File: config.mk
export PLATFORM = sky130hd
export DESIGN_NAME = pll_and_osc_wait_control
export DESIGN_NICKNAME = d
export VERILOG_FILES = /design/src/rtl/pll_osc_pkg.sv /design/src/rtl/osc_wait_if.sv /design/src/rtl/osc_wait_counter.sv /design/src/rtl/pll_and_osc_wait_control.sv
export SDC_FILE = /design/constraint.sdc
export NUM_CORES = 1
export LEC_CHECK = 0
export ABC_AREA = 1
export ABC_CLOCK_PERIOD_IN_PS = 3000
export BUFFER_PORTS_ARGS = -buffer_cell sky130_fd_sc_hd__buf_2
export CAP_MARGIN = 20
export CORE_UTILIZATION = 47
export DETAILED_ROUTE_END_ITERATION = 8
export GPL_TIMING_DRIVEN = 0
export PLACE_DENSITY = 0.76
export SYNTH_ARGS = -nofsm -noshare
export SYNTH_HDL_FRONTEND = slang
export SYNTH_SLANG_ARGS = --single-unit
File: constraint.sdc
create_clock -name clock -period 3 [get_ports clock]
set_clock_uncertainty 0.1 [all_clocks]
set_input_delay 0.6 -clock clock [delete_from_list [all_inputs] [get_ports clock]]
set_output_delay 0.6 -clock clock [all_outputs]
set_load 0.01 [all_outputs]
File: src/rtl/pll_osc_pkg.sv
/*
 Shared constants for the PLL and oscillator wait control block.
 Assumes an 8-bit register port and oscillator ticks synchronous to clock.
*/
package pll_osc_pkg;
   localparam int DATA_W = 8;
   localparam int ADDR_W = 3;
   localparam int CNT_W = 16;
   localparam logic [ADDR_W-1:0] PLL_CONTROL_ADDR = 3'h0;
   localparam logic [ADDR_W-1:0] OSC_WAIT_SETTING_ADDR = 3'h1;
   localparam logic [ADDR_W-1:0] CLOCK_MODE_ADDR = 3'h2;
   localparam logic [ADDR_W-1:0] IRQ_STATUS_ADDR = 3'h3;
   localparam logic [ADDR_W-1:0] IRQ_MASK_ADDR = 3'h4;
   // pll_control fields
   localparam int PLL_EN_BIT = 7;
   localparam int PLL_MULT_HI = 6;
   localparam int PLL_MULT_LO = 5;
   localparam int PLL_RDY_BIT = 4;
   localparam logic [1:0] PLL_MULT_RESET = 2'h0;
   // osc_wait_setting fields
   localparam int SUB_WAIT_HI = 7;
   localparam int SUB_WAIT_LO = 4;
   localparam int MAIN_WAIT_HI = 3;
   localparam int MAIN_WAIT_LO = 0;
   localparam logic [7:0] OSC_WAIT_RESET = 8'hff;
   localparam logic [3:0] SUB_WAIT_POR_CODE = 4'hf;
   localparam logic [3:0] MAIN_WAIT_POR_CODE = 4'hf;
   localparam logic [3:0] SUB_WAIT_MIN_CODE = 4'h2;
   localparam logic [3:0] MAIN_WAIT_MIN_CODE = 4'h3;
   localparam logic [CNT_W-1:0] WAIT_SUBTRAHEND = 16'h0002;
   localparam logic [CNT_W-1:0] PLL_WAIT_CYCLES = 16'h1000;
   // clock mode register fields
   localparam int MODE_MON_HI = 7;
   localparam int MODE_MON_LO = 5;
   localparam int MODE_SEL_HI = 4;
   localparam int MODE_SEL_LO = 2;
   typedef enum logic [2:0] {
      MODE_SUB = 3'h0,
      MODE_MAIN = 3'h2,
      MODE_SUB_CR = 3'h4,
      MODE_MAIN_CR = 3'h6,
      MODE_MAIN_CR_PLL = 3'h7
   } clock_mode_t;
   localparam logic [2:0] MODE_SEL_RESET = 3'h6;
   localparam int EVT_SUB = 0;
   localparam int EVT_MAIN = 1;
   localparam int EVT_PLL = 2;
   localparam int EVT_W = 3;
endpackage : pll_osc_pkg

File: src/rtl/osc_wait_if.sv
/*
 Bundle between the controller and one stabilization wait counter.
 Assumes the counter and controller share one clock.
*/
`timescale 1ns/1ps
`default_nettype none
interface osc_wait_if;
   import pll_osc_pkg::*;
   logic run;
   logic tick;
   logic [CNT_W-1:0] target;
   logic ready;
   modport ctrl (output run, output tick, output target, input ready);
   modport counter (input run, input tick, input target, output ready);
endinterface : osc_wait_if
`default_nettype wire

File: src/rtl/osc_wait_counter.sv
/*
 One oscillation stabilization wait counter, advanced by oscillator ticks.
 Assumes tick is a one-cycle pulse per oscillator cycle, synchronous to clock.
*/
`timescale 1ns/1ps
`default_nettype none
module osc_wait_counter (
   input wire logic clock,
   input wire logic sys_rst,
   osc_wait_if.counter waitPort
);
   import pll_osc_pkg::*;
   typedef struct packed {
      logic [pll_osc_pkg::CNT_W-1:0] count;
      logic ready;
   } cnt_state_t;
   cnt_state_t state_reg;
   cnt_state_t state_next;

   assign waitPort.ready = state_reg.ready;

   always_comb begin
      state_next = state_reg;
      if (!waitPort.run) begin
         // Stopped oscillator restarts its wait from zero
         state_next = '0;
      end else begin
         // RULE19 count oscillator cycles
         if (waitPort.tick && state_reg.count < waitPort.target) begin
            state_next.count = state_reg.count + 16'h0001;
         end
         // RULE13 at least target, one extra allowed
         state_next.ready = (state_reg.count >= waitPort.target);
      end
   end

   always_ff @(posedge clock) begin
      if (sys_rst) begin
         state_reg <= '0;
      end else begin
         state_reg <= state_next;
      end
   end
endmodule : osc_wait_counter
`default_nettype wire

File: src/rtl/pll_and_osc_wait_control.sv
/*
 PLL enable/multiplier control, PLL ready, and oscillator wait settings
 with three wait counters, a byte register port and an interrupt.
 Assumes oscillator ticks and mode monitor are synchronous to clock;
 the mode sequencer drives the monitor and the oscillator enables.
*/
// The register addresses and the address-and-strobe port were left to the implementer.
`timescale 1ns/1ps
`default_nettype none
// Operation
// RULE1: Selecting PLL mode sets the PLL enable bit automatically.
// RULE2: Writing zero to PLL enable is ignored while select or monitor shows PLL.
// RULE3: Changing to any non-PLL mode clears the PLL enable bit.
// RULE4: Writing one to PLL enable is ignored in subclock or sub-CR mode.
// RULE5: PLL enable is bit 7; one enables, zero disables the PLL.
// RULE6: Multiplier bits 6:5 select x2, x2.5, x3, x4.
// RULE7: Multiplier writes accepted only while the PLL clock is stopped.
// RULE8: Software must not write the multiplier while PLL mode is selected or active.
// RULE9: PLL ready at bit 4 reads one only after the PLL wait elapsed.
// RULE10: Bits 3:0 of PLL control read zero and ignore writes.
// RULE11: Subclock wait is 2^code-2 cycles, codes below 2 give none.
// RULE12: Main wait is 2^(code-1)-2 cycles, codes below 3 give none.
// RULE13: Programmed count is minimum; wait may run one cycle longer.
// RULE14: Software must not change subclock wait field during the subclock wait.
// RULE15: Software must not change main wait field during the main wait.
// RULE16: Mode codes 000 sub, 010 main, 100 sub-CR, 110 main CR, 111 PLL.
// RULE17: PLL wait runs only after the main CR wait has completed.
// RULE18: After power-on reset waits use initial values, not register settings.
// RULE19: Each wait has its own counter; ready rises when count is reached.
module pll_and_osc_wait_control (
   input wire logic clock,
   input wire logic sys_rst,
   input wire logic powerOnReset,
   input wire logic [pll_osc_pkg::ADDR_W-1:0] regAddr,
   input wire logic [pll_osc_pkg::DATA_W-1:0] regWriteData,
   input wire logic regWrite,
   input wire logic regRead,
   output logic [pll_osc_pkg::DATA_W-1:0] regReadData,
   input wire logic [2:0] clock_mode_monitor,
   input wire logic sub_osc_enable_bit,
   input wire logic main_osc_enable_bit,
   input wire logic mainCrReady,
   input wire logic subOscTick,
   input wire logic mainOscTick,
   input wire logic pllOscTick,
   output logic [2:0] clock_mode_select,
   output logic pll_enable_bit,
   output logic [1:0] pll_multiplier_select,
   output logic pll_ready_flag,
   output logic sub_osc_ready_flag,
   output logic main_osc_ready_flag,
   output logic irq
);
   import pll_osc_pkg::*;

   typedef struct packed {
      logic pllEn;
      logic [1:0] pllMult;
      logic [7:0] waitSetting;
      logic [2:0] modeSel;
      logic [2:0] monPrev;
      logic porWaits;
      logic [pll_osc_pkg::EVT_W-1:0] readyPrev;
      logic [pll_osc_pkg::EVT_W-1:0] status;
      logic [pll_osc_pkg::EVT_W-1:0] mask;
      logic [pll_osc_pkg::DATA_W-1:0] rdata;
      logic irq;
      logic [2:0] modeSelOut;
      logic pllEnOut;
      logic [1:0] pllMultOut;
      logic [pll_osc_pkg::EVT_W-1:0] readyOut;
   } ctrl_state_t;
   ctrl_state_t state_reg;
   ctrl_state_t state_next;

   osc_wait_if subWait();
   osc_wait_if mainWait();
   osc_wait_if pllWait();

   // Wait length for a code, offset says how far the exponent lags the code
   function automatic logic [CNT_W-1:0] wait_cycles(input logic [3:0] code, input logic [3:0] minCode,
                                                    input logic [3:0] expLag);
      logic [CNT_W-1:0] one;
      one = 16'h0001;
      if (code < minCode) begin
         wait_cycles = '0;
      end else begin
         wait_cycles = (one << (code - expLag)) - WAIT_SUBTRAHEND;
      end
   endfunction : wait_cycles

   function automatic logic is_pll_mode(input logic [2:0] mode);
      is_pll_mode = (mode == MODE_MAIN_CR_PLL);
   endfunction : is_pll_mode

   logic [3:0] subCode;
   logic [3:0] mainCode;
   logic [EVT_W-1:0] readyNow;

   // RULE18 initial waits after power-on
   assign subCode = state_reg.porWaits ? SUB_WAIT_POR_CODE : state_reg.waitSetting[SUB_WAIT_HI:SUB_WAIT_LO];
   assign mainCode = state_reg.porWaits ? MAIN_WAIT_POR_CODE : state_reg.waitSetting[MAIN_WAIT_HI:MAIN_WAIT_LO];

   // RULE11 subclock wait length
   assign subWait.target = wait_cycles(subCode, SUB_WAIT_MIN_CODE, 4'h0);
   // RULE12 main wait length
   assign mainWait.target = wait_cycles(mainCode, MAIN_WAIT_MIN_CODE, 4'h1);
   assign pllWait.target = PLL_WAIT_CYCLES;
   assign subWait.run = sub_osc_enable_bit;
   assign mainWait.run = main_osc_enable_bit;
   // RULE17 PLL wait follows main CR wait
   assign pllWait.run = state_reg.pllEn & mainCrReady;
   assign subWait.tick = subOscTick;
   assign mainWait.tick = mainOscTick;
   assign pllWait.tick = pllOscTick;

   // RULE19 dedicated counters
   osc_wait_counter subCounter (.clock(clock), .sys_rst(sys_rst), .waitPort(subWait.counter));
   osc_wait_counter mainCounter (.clock(clock), .sys_rst(sys_rst), .waitPort(mainWait.counter));
   osc_wait_counter pllCounter (.clock(clock), .sys_rst(sys_rst), .waitPort(pllWait.counter));

   assign readyNow[EVT_SUB] = subWait.ready;
   assign readyNow[EVT_MAIN] = mainWait.ready;
   assign readyNow[EVT_PLL] = pllWait.ready;

   assign regReadData = state_reg.rdata;
   assign irq = state_reg.irq;
   assign clock_mode_select = state_reg.modeSelOut;
   assign pll_enable_bit = state_reg.pllEnOut;
   assign pll_multiplier_select = state_reg.pllMultOut;
   assign sub_osc_ready_flag = state_reg.readyOut[EVT_SUB];
   assign main_osc_ready_flag = state_reg.readyOut[EVT_MAIN];
   assign pll_ready_flag = state_reg.readyOut[EVT_PLL];

   always_comb begin
      logic [EVT_W-1:0] rises;
      logic [EVT_W-1:0] clearBits;
      logic wrPll;
      logic monIsPll;
      rises = '0;
      clearBits = '0;
      wrPll = regWrite && regAddr == PLL_CONTROL_ADDR;
      monIsPll = is_pll_mode(clock_mode_monitor);
      state_next = state_reg;
      state_next.monPrev = clock_mode_monitor;
      state_next.readyPrev = readyNow;
      rises = readyNow & ~state_reg.readyPrev;

      if (wrPll) begin
         // RULE5 enable bit write
         if (regWriteData[PLL_EN_BIT]) begin
            // RULE4 no enable in sub modes
            if (clock_mode_monitor != MODE_SUB && clock_mode_monitor != MODE_SUB_CR) begin
               state_next.pllEn = 1'b1;
            end
         // RULE2 clear blocked in PLL mode
         end else if (!is_pll_mode(state_reg.modeSel) && !monIsPll) begin
            state_next.pllEn = 1'b0;
         end
         // RULE7 multiplier only while PLL stopped
         if (!monIsPll && !state_reg.pllEn) begin
            // RULE6 multiplier code stored as written
            state_next.pllMult = regWriteData[PLL_MULT_HI:PLL_MULT_LO];
         end
      end
      // RULE3 leaving to a non-PLL mode
      if (clock_mode_monitor != state_reg.monPrev && !monIsPll) begin
         state_next.pllEn = 1'b0;
      end
      if (regWrite && regAddr == OSC_WAIT_SETTING_ADDR) begin
         state_next.waitSetting = regWriteData;
      end
      if (regWrite && regAddr == CLOCK_MODE_ADDR) begin
         // RULE16 mode select code
         state_next.modeSel = regWriteData[MODE_SEL_HI:MODE_SEL_LO];
         // RULE1 PLL mode sets enable
         if (is_pll_mode(regWriteData[MODE_SEL_HI:MODE_SEL_LO])) begin
            state_next.pllEn = 1'b1;
         end
      end
      if (regWrite && regAddr == IRQ_MASK_ADDR) begin
         state_next.mask = regWriteData[EVT_W-1:0];
      end
      if (regWrite && regAddr == IRQ_STATUS_ADDR) begin
         clearBits = regWriteData[EVT_W-1:0];
      end
      // New ready edge wins over a same-cycle clear
      state_next.status = (state_reg.status & ~clearBits) | rises;
      state_next.irq = |(state_next.status & state_next.mask);

      state_next.rdata = '0;
      if (regRead) begin
         case (regAddr)
            PLL_CONTROL_ADDR: begin
               // RULE9 ready flag, RULE10 low nibble zero
               state_next.rdata[PLL_EN_BIT] = state_reg.pllEn;
               state_next.rdata[PLL_MULT_HI:PLL_MULT_LO] = state_reg.pllMult;
               state_next.rdata[PLL_RDY_BIT] = readyNow[EVT_PLL];
            end
            OSC_WAIT_SETTING_ADDR: state_next.rdata = state_reg.waitSetting;
            CLOCK_MODE_ADDR: begin
               state_next.rdata[MODE_MON_HI:MODE_MON_LO] = clock_mode_monitor;
               state_next.rdata[MODE_SEL_HI:MODE_SEL_LO] = state_reg.modeSel;
            end
            IRQ_STATUS_ADDR: state_next.rdata[EVT_W-1:0] = state_reg.status;
            IRQ_MASK_ADDR: state_next.rdata[EVT_W-1:0] = state_reg.mask;
            default: state_next.rdata = '0;
         endcase
      end
      state_next.modeSelOut = state_next.modeSel;
      state_next.pllEnOut = state_next.pllEn;
      state_next.pllMultOut = state_next.pllMult;
      state_next.readyOut = readyNow;
   end

   always_ff @(posedge clock) begin
      if (sys_rst) begin
         state_reg <= '0;
         state_reg.pllMult <= PLL_MULT_RESET;
         state_reg.pllMultOut <= PLL_MULT_RESET;
         state_reg.waitSetting <= OSC_WAIT_RESET;
         state_reg.modeSel <= MODE_SEL_RESET;
         state_reg.modeSelOut <= MODE_SEL_RESET;
         state_reg.monPrev <= MODE_SEL_RESET;
         // RULE18 synchronous capture of reset source
         state_reg.porWaits <= powerOnReset;
      end else begin
         state_reg <= state_next;
      end
   end
endmodule : pll_and_osc_wait_control
`default_nettype wire

After elaboration in Yosys (flattened, before gate mapping)
Cells that the tools add are included.
W data, S select, Z words.
{"block": "word_totals", "regBits": 87, "latch_bits": 0, "mem_bits_rw": 0, "rom_bits": 0, "in_bits": 25, "out_inout_bits": 18, "elab_cells": 95, "memories": 0}
{"block": "classes", "n_addsub": 6, "multipliers": 0, "n_div": 0, "n_lt_le_gt_ge": 8, "n_eq_ne": 9, "shift": 2, "n_mux": 19, "bitwise_logic": 11, "reduce_logical": 23}
{"cell": "$add A16 B1 Y16 const B", "count": 3}
{"cell": "$ge A16 B16 Y1", "count": 2}
{"cell": "$lt A16 B16 Y1", "count": 2}
{"cell": "$mux W16", "count": 2}
{"cell": "$shl A1 B4 Y16 const A", "count": 2}
{"cell": "$sub A16 B2 Y16 const B", "count": 2}
{"cell": "$ge A16 B13 Y1 const B", "count": 1}
{"cell": "$lt A16 B13 Y1 const B", "count": 1}
{"cell": "$eq A3 B3 Y1 const B", "count": 4}
{"cell": "$logic_and A1 B1 Y1", "count": 12}
{"cell": "$mux W3", "count": 4}
{"cell": "$pmux W4 S3", "count": 1}
{"cell": "$and A3 B3 Y3", "count": 3}
{"cell": "$lt A4 B2 Y1 const B", "count": 2}
{"cell": "$mux W4", "count": 2}
{"cell": "$reduce_or A2 Y1", "count": 4}
{"cell": "$eq A3 B2 Y1 const B", "count": 2}
{"cell": "$mux W1", "count": 6}
{"cell": "$not A3 Y3", "count": 2}
{"cell": "$pmux W2 S3", "count": 1}
{"cell": "$not A1 Y1", "count": 4}
{"cell": "$pmux W1 S4", "count": 1}
{"cell": "$sub A4 B1 Y4 const B", "count": 1}
{"cell": "$eq A3 B1 Y1 const B", "count": 1}
{"cell": "other kinds (11)", "count": 13}

Depth between registers and ports, before layout
{"block": "depth", "ltp_word": 9, "ltp_mapped": 22, "ltp_nobuf": 19}

Hierarchy
A second synthesis with hierarchy kept.
{"block": "hier_totals", "cells_unflattened": 1080, "area_unflattened_um2": 6877.8}
{"module": "osc_wait_counter at mainCounter ...", "n_inst": 2, "cells_each": 239, "area_per_inst_um2": 1453.9, "seq_area_each_um2": 340.3}
{"module": "pll_and_osc_wait_control", "n_inst": 1, "cells_each": 363, "area_per_inst_um2": 2513.7, "seq_area_each_um2": 730.7}
{"module": "osc_wait_counter at subCounter", "n_inst": 1, "cells_each": 239, "area_per_inst_um2": 1456.4, "seq_area_each_um2": 340.3}

Least setup slack after synthesis
No wires, ideal clock.
{"block": "synth_timing", "kind": "register to register", "start": "register state_reg (netlist bit state_next[27])", "end": "register mainCounter.state_reg[5] (netlist bit)", "setup_ns": 0.132, "t_arrival_ns": 2.865, "required_time_ns": 2.768, "path_slack_ns": -0.098, "path_stages_with_launch": 22, "n_path_buf": 3, "synth_period_minus_slack_ns": 3.098, "path_cell_list": "edfxtp_1 -> buf_6 -> nor2_4 -> inv_2 -> buf_6 -> nor2_2 -> nand3_1 -> ha_1 -> nand2_1 -> inv_1 -> nand3_1 -> inv_1 -> nand4_1 -> nand3_1 -> ha_1 -> a21oi_1 -> o21ai_1 -> nor2_4 -> nand3_2 -> buf_4 -> nand2_1 -> a21oi_1"}
{"block": "synth_via", "elab_chain_cells": 7, "elab_cells_between_ends": 8, "classes_between": "add/sub (2); order compare (2); shift (1); mux (2); reduce/logical (1)"}
{"element": "start, declared", "line_no": "pll_and_osc_wait_control.sv:73", "rtl": "ctrl_state_t state_reg;"}
{"element": "start signal, assigned", "line_no": "pll_and_osc_wait_control.sv:228", "rtl": "state_reg <= state_next;"}
{"element": "$mux W4 *", "line_no": "pll_and_osc_wait_control.sv:102", "rtl": "assign mainCode = state_reg.porWaits ? MAIN_WAIT_POR_CODE : state_reg.waitSetting[MAIN_WAIT_HI:MAIN_WAIT_LO];"}
{"element": "$sub A4 B1 Y4", "line_no": "pll_and_osc_wait_control.sv:88", "rtl": "wait_cycles = (one << (code - expLag)) - WAIT_SUBTRAHEND;"}
{"element": "$shl A1 B4 Y16", "line_no": "pll_and_osc_wait_control.sv:88"}
{"element": "$sub A16 B2 Y16", "line_no": "pll_and_osc_wait_control.sv:88"}
{"element": "$mux W16 *", "line_no": "pll_and_osc_wait_control.sv:85", "rtl": "if (code < minCode) begin"}
{"element": "$lt A16 B16 Y1 *", "line_no": "osc_wait_counter.sv:29", "rtl": "if (waitPort.tick && state_reg.count < waitPort.target) begin"}
{"element": "$logic_and A1 B1 Y1 *", "line_no": "osc_wait_counter.sv:29"}
{"element": "end signal, assigned", "line_no": "osc_wait_counter.sv:41", "rtl": "state_reg <= state_next;"}
{"element": "end, declared", "line_no": "osc_wait_counter.sv:17", "rtl": "cnt_state_t state_reg;"}
Mark *: on every way between the ends. The rest lies on a longest branch, timed or not.
A chain may end at the register's enable or synchronous reset.

Final worst setup path
{"block": "layout_timing", "start": "register state_reg (netlist bit state_next[27])", "end": "register mainCounter.state_reg[11] (netlist bit)"}
The elaborated chain is that of the path after synthesis.

==> impl_metrics.ini <==
[floorplanning]
placementRows = 40
die_area_um2 = 13080
die_width_um = 114.4
core_um2 = 12160
start_util = 0.4881
fp.dieH_um = 114.4
num_io_pins = 43

[worst_setup_path]
crit_arrival_ns = 3.31
slowest_stage = edfxtp_1
required_ns = 3.13
path_cells = buf_8 > nor2_4 > inv_2 > buf_6 > nor2_4 > nand3_2 > ha_4 > nand2_4 > inv_4 > nand3_4 > buf_4 > a21oi_1 > o21ai_0 > ha_1 > nand2_1 > nand2_1 > nand2_2 > a21oi_2 > nor2_4 > nand3_4 > buf_6 > nand2_1 > a21oi_2
crit_start = state_next[27]
timing.rr.start = state_next[27]
worstReg2RegEnd = mainCounter.state_reg[11]
crit_path_start_kind = flop
cp-endpoint = mainCounter.state_reg[11]
cp-end-kind = flop
r2r.worst_path.cells = 23
r2r_setup_slack_ns = -0.18
max_stage_delay_ns = 0.43
critPathKind = flop to flop
cp_max_fo = 8

[place]
place_inst = 1084
numPortBuffers = 40
gp_congestion = 0.9077
hpwl_um = 11030

[route]
avgViaCountPerCell = 5.505
first_pass_iters = 5
num_vias = 6204
drtIter0Drc = 442
drc = 0
totalWireLength_um = 16640
wire_per_inst_um = 14.77
drtAntennaViolNets = 0

[power_and_ir_drop]
p_leak_nw = 3.309
power.total_mw = 2.653
ir_drop_v = 0.0003049
powerDensity_nw_per_um2 = 356.9

[clock_network]
postCtsHoldBufs = 0
clk_pin_slew_ns = 0.07
cts_sinks = 87
root_buffer = clkbuf_16
clockBufferDepth = 2
cts_tree = done
cts_buffers = 9
worstSkewPairLatency_ns = 0.36
htree_levels = 3

[status]
status = complete, but fails checks
violations = negative setup slack

[global_routing]
globalRoute.totalOverflow = 0
track_usage = 0.2475
grt_pass1_wl_um = 25500
grt_max_degree = 18
grt_pass1_vias = 5598
antenna_found_initial = 0

[sta]
worst_pin_slew_ns = 0.6957
period_needed_ns = 3.177
finalSetupViolations = 34
grt_setup_unrepaired = yes
finalCritPeriodShare = 1.059
fmax_mhz = 314.8
hold_violations = 0
drv_slew = 0
maxSlewHeadroom = 0.5362
setup_slack_ns = -0.1768

[finish]
antenna_cells = 0
seq_area_um2 = 1752
syn_to_final_growth_pct = 25.23
largest_reg_flops = 17
final_core_util = 0.6112
finalNetCount = 1017
drive_gt1_frac = 0.2701
nFillCells = 1050
multi_input_comb_area_um2 = 4038
fin_cells = 1127

[logic_synthesis]
synth_area_per_cell_um2 = 6.784
ys_types = 45
synth.cell_area_um2 = 5936
synth_top_area_frac = 0.2901
ys_ff_latch = 87
synth_seq_area_share = 0.2951
ys.warnings.count = 0
syn_inst = 875
synth_flop_cell = dfxtp_1
synth_edf_count = 1
yosys-top-cells-area = dfxtp_1 (29%), nand2_1 (13%), ha_1 (8.0%)
postSynth.asyncResetShare = 0
yosysTopAreaCell = dfxtp_1

[worst_hold_path]
whs_path_depth = 1
hp-class = input pin to flop

[run]
cap_violations = 0
report_power, final:
group	switching, mW	total, mW	internal, mW	leakage [nW]
sequential	0.0164	1.19	1.17	0.705
clock	0.548	1.22	0.667	0.151
combinational	0.158	0.250	0.0924	2.45
critical path, delay by kind of cell (launching register included):
family / cells / cell delay (ns)
simple gates: 11 / 1.04
buf+inv: 6 / 0.68
fa+ha+maj: 2 / 0.51
flops: 1 / 0.43
compound gates: 4 / 0.27
cells in the mapped netlist (3+ instances only):
| cell type | count |
|---|---|
| a31o_2 | 3 |
| buf_4 | 16 |
| a221oi_1 | 3 |
| nor2_2 | 15 |
| xor2_1 | 10 |
| nand4_1 | 57 |
| nand3_1 | 54 |
| or2_2 | 4 |
| nor2_1 | 90 |
| dfxtp_1 | 86 |
| nor3_2 | 4 |
| a21oi_1 | 61 |
| inv_1 | 106 |
| nand2_2 | 7 |
| o211ai_1 | 9 |
| nand2_1 | 201 |
| nor2_4 | 7 |
| o21ai_0 | 28 |
| ha_1 | 38 |
| buf_6 | 4 |
| clkbuf_1 | 7 |
| buf_2 | 7 |
| inv_2 | 4 |
| xnor2_1 | 7 |
| nor3_1 | 11 |
| nand3b_1 | 6 |
| o221ai_1 | 4 |
per-layer routing:
layer	GRT usage	share of wire	up-vias
met3	0.05506	0.061	56
met5	0	0	-
met1	0.2880	0.41	2834
met2	0.4275	0.49	254
met4	0.1247	0.037	0
li1	-	-	3060
logic make-up after synthesis:
family / share of synthesized area
adder cells (fa/ha/maj): 0.08010
XOR/XNOR: 0.02508
buffers and inverters: 0.1083
other: 0.001265
AO/OA/AOI/OAI: 0.1115
flip-flops: 0.2951
AND/OR/NAND/NOR: 0.3786
cell usage in the layout, fill, tap and decap left out, types with 11 or more instances in the layout:
cell	synthesis	routed
nand2_4	2	14
nor2_4	7	18
nor2_2	15	14
nand2_1	201	170
buf_2	7	43
a21oi_1	61	33
dfxtp_1	86	86
nand2_2	7	26
nand4_1	57	57
buf_4	16	34
o21ai_0	28	27
nor3_1	11	11
a21oi_2	0	28
nor2_1	90	80
ha_1	38	32
inv_1	106	97
buf_6	4	15
nand3_1	54	43
stage by stage:
| step | cell area [um2] | hold slack, ns | setup TNS, ns | setup slack [ns] |
|---|---|---|---|---|
| after detailed placement | 6366 | 0.3241 | -10.73 | -0.4755 |
| final | 7433 | 0.3122 | -5.061 | -0.1768 |
| after CTS | 7022 | 0.3096 | -1.232 | -0.1084 |
| after global placement | 6366 | 0.3205 | -10.22 | -0.4562 |
| after floorplan | 5956 | 0.3046 | 0 | 0.006219 |
| after global routing | 7433 | 0.3019 | -9.713 | -0.3518 |
layout make-up:
class	instances	area share
multi-input cells	644	0.5432
flip-flops and latches	87	0.2357
inverters	110	0.05689
clock buffers	9	0.03030
well taps	168	0.02828
plain buffers	35	0.03484
repair buffers	67	0.05925
clock inverters	7	0.01161
worst min-delay path by stage:
stage,start,slack (ns),to
6_report,powerOnReset,0.31,state_next[27]
5_1_grt,powerOnReset,0.30,state_next[27]
4_1_cts,powerOnReset,0.31,state_next[27]
3_5_place_dp,subCounter.waitPort.ready,0.32,sub_osc_ready_flag
3_3_place_gp,subCounter.waitPort.ready,0.32,sub_osc_ready_flag
2_1_floorplan,subCounter.waitPort.ready,0.30,sub_osc_ready_flag
timing repair:
item                       in CTS  in global routing
gates resized for setup        54                 94
setup endpoints to repair      34                 34
pin swaps                      21                 36
setup buffers                  15                 11
cloned                          2                  0
Power figures use the tool's default switching activity.
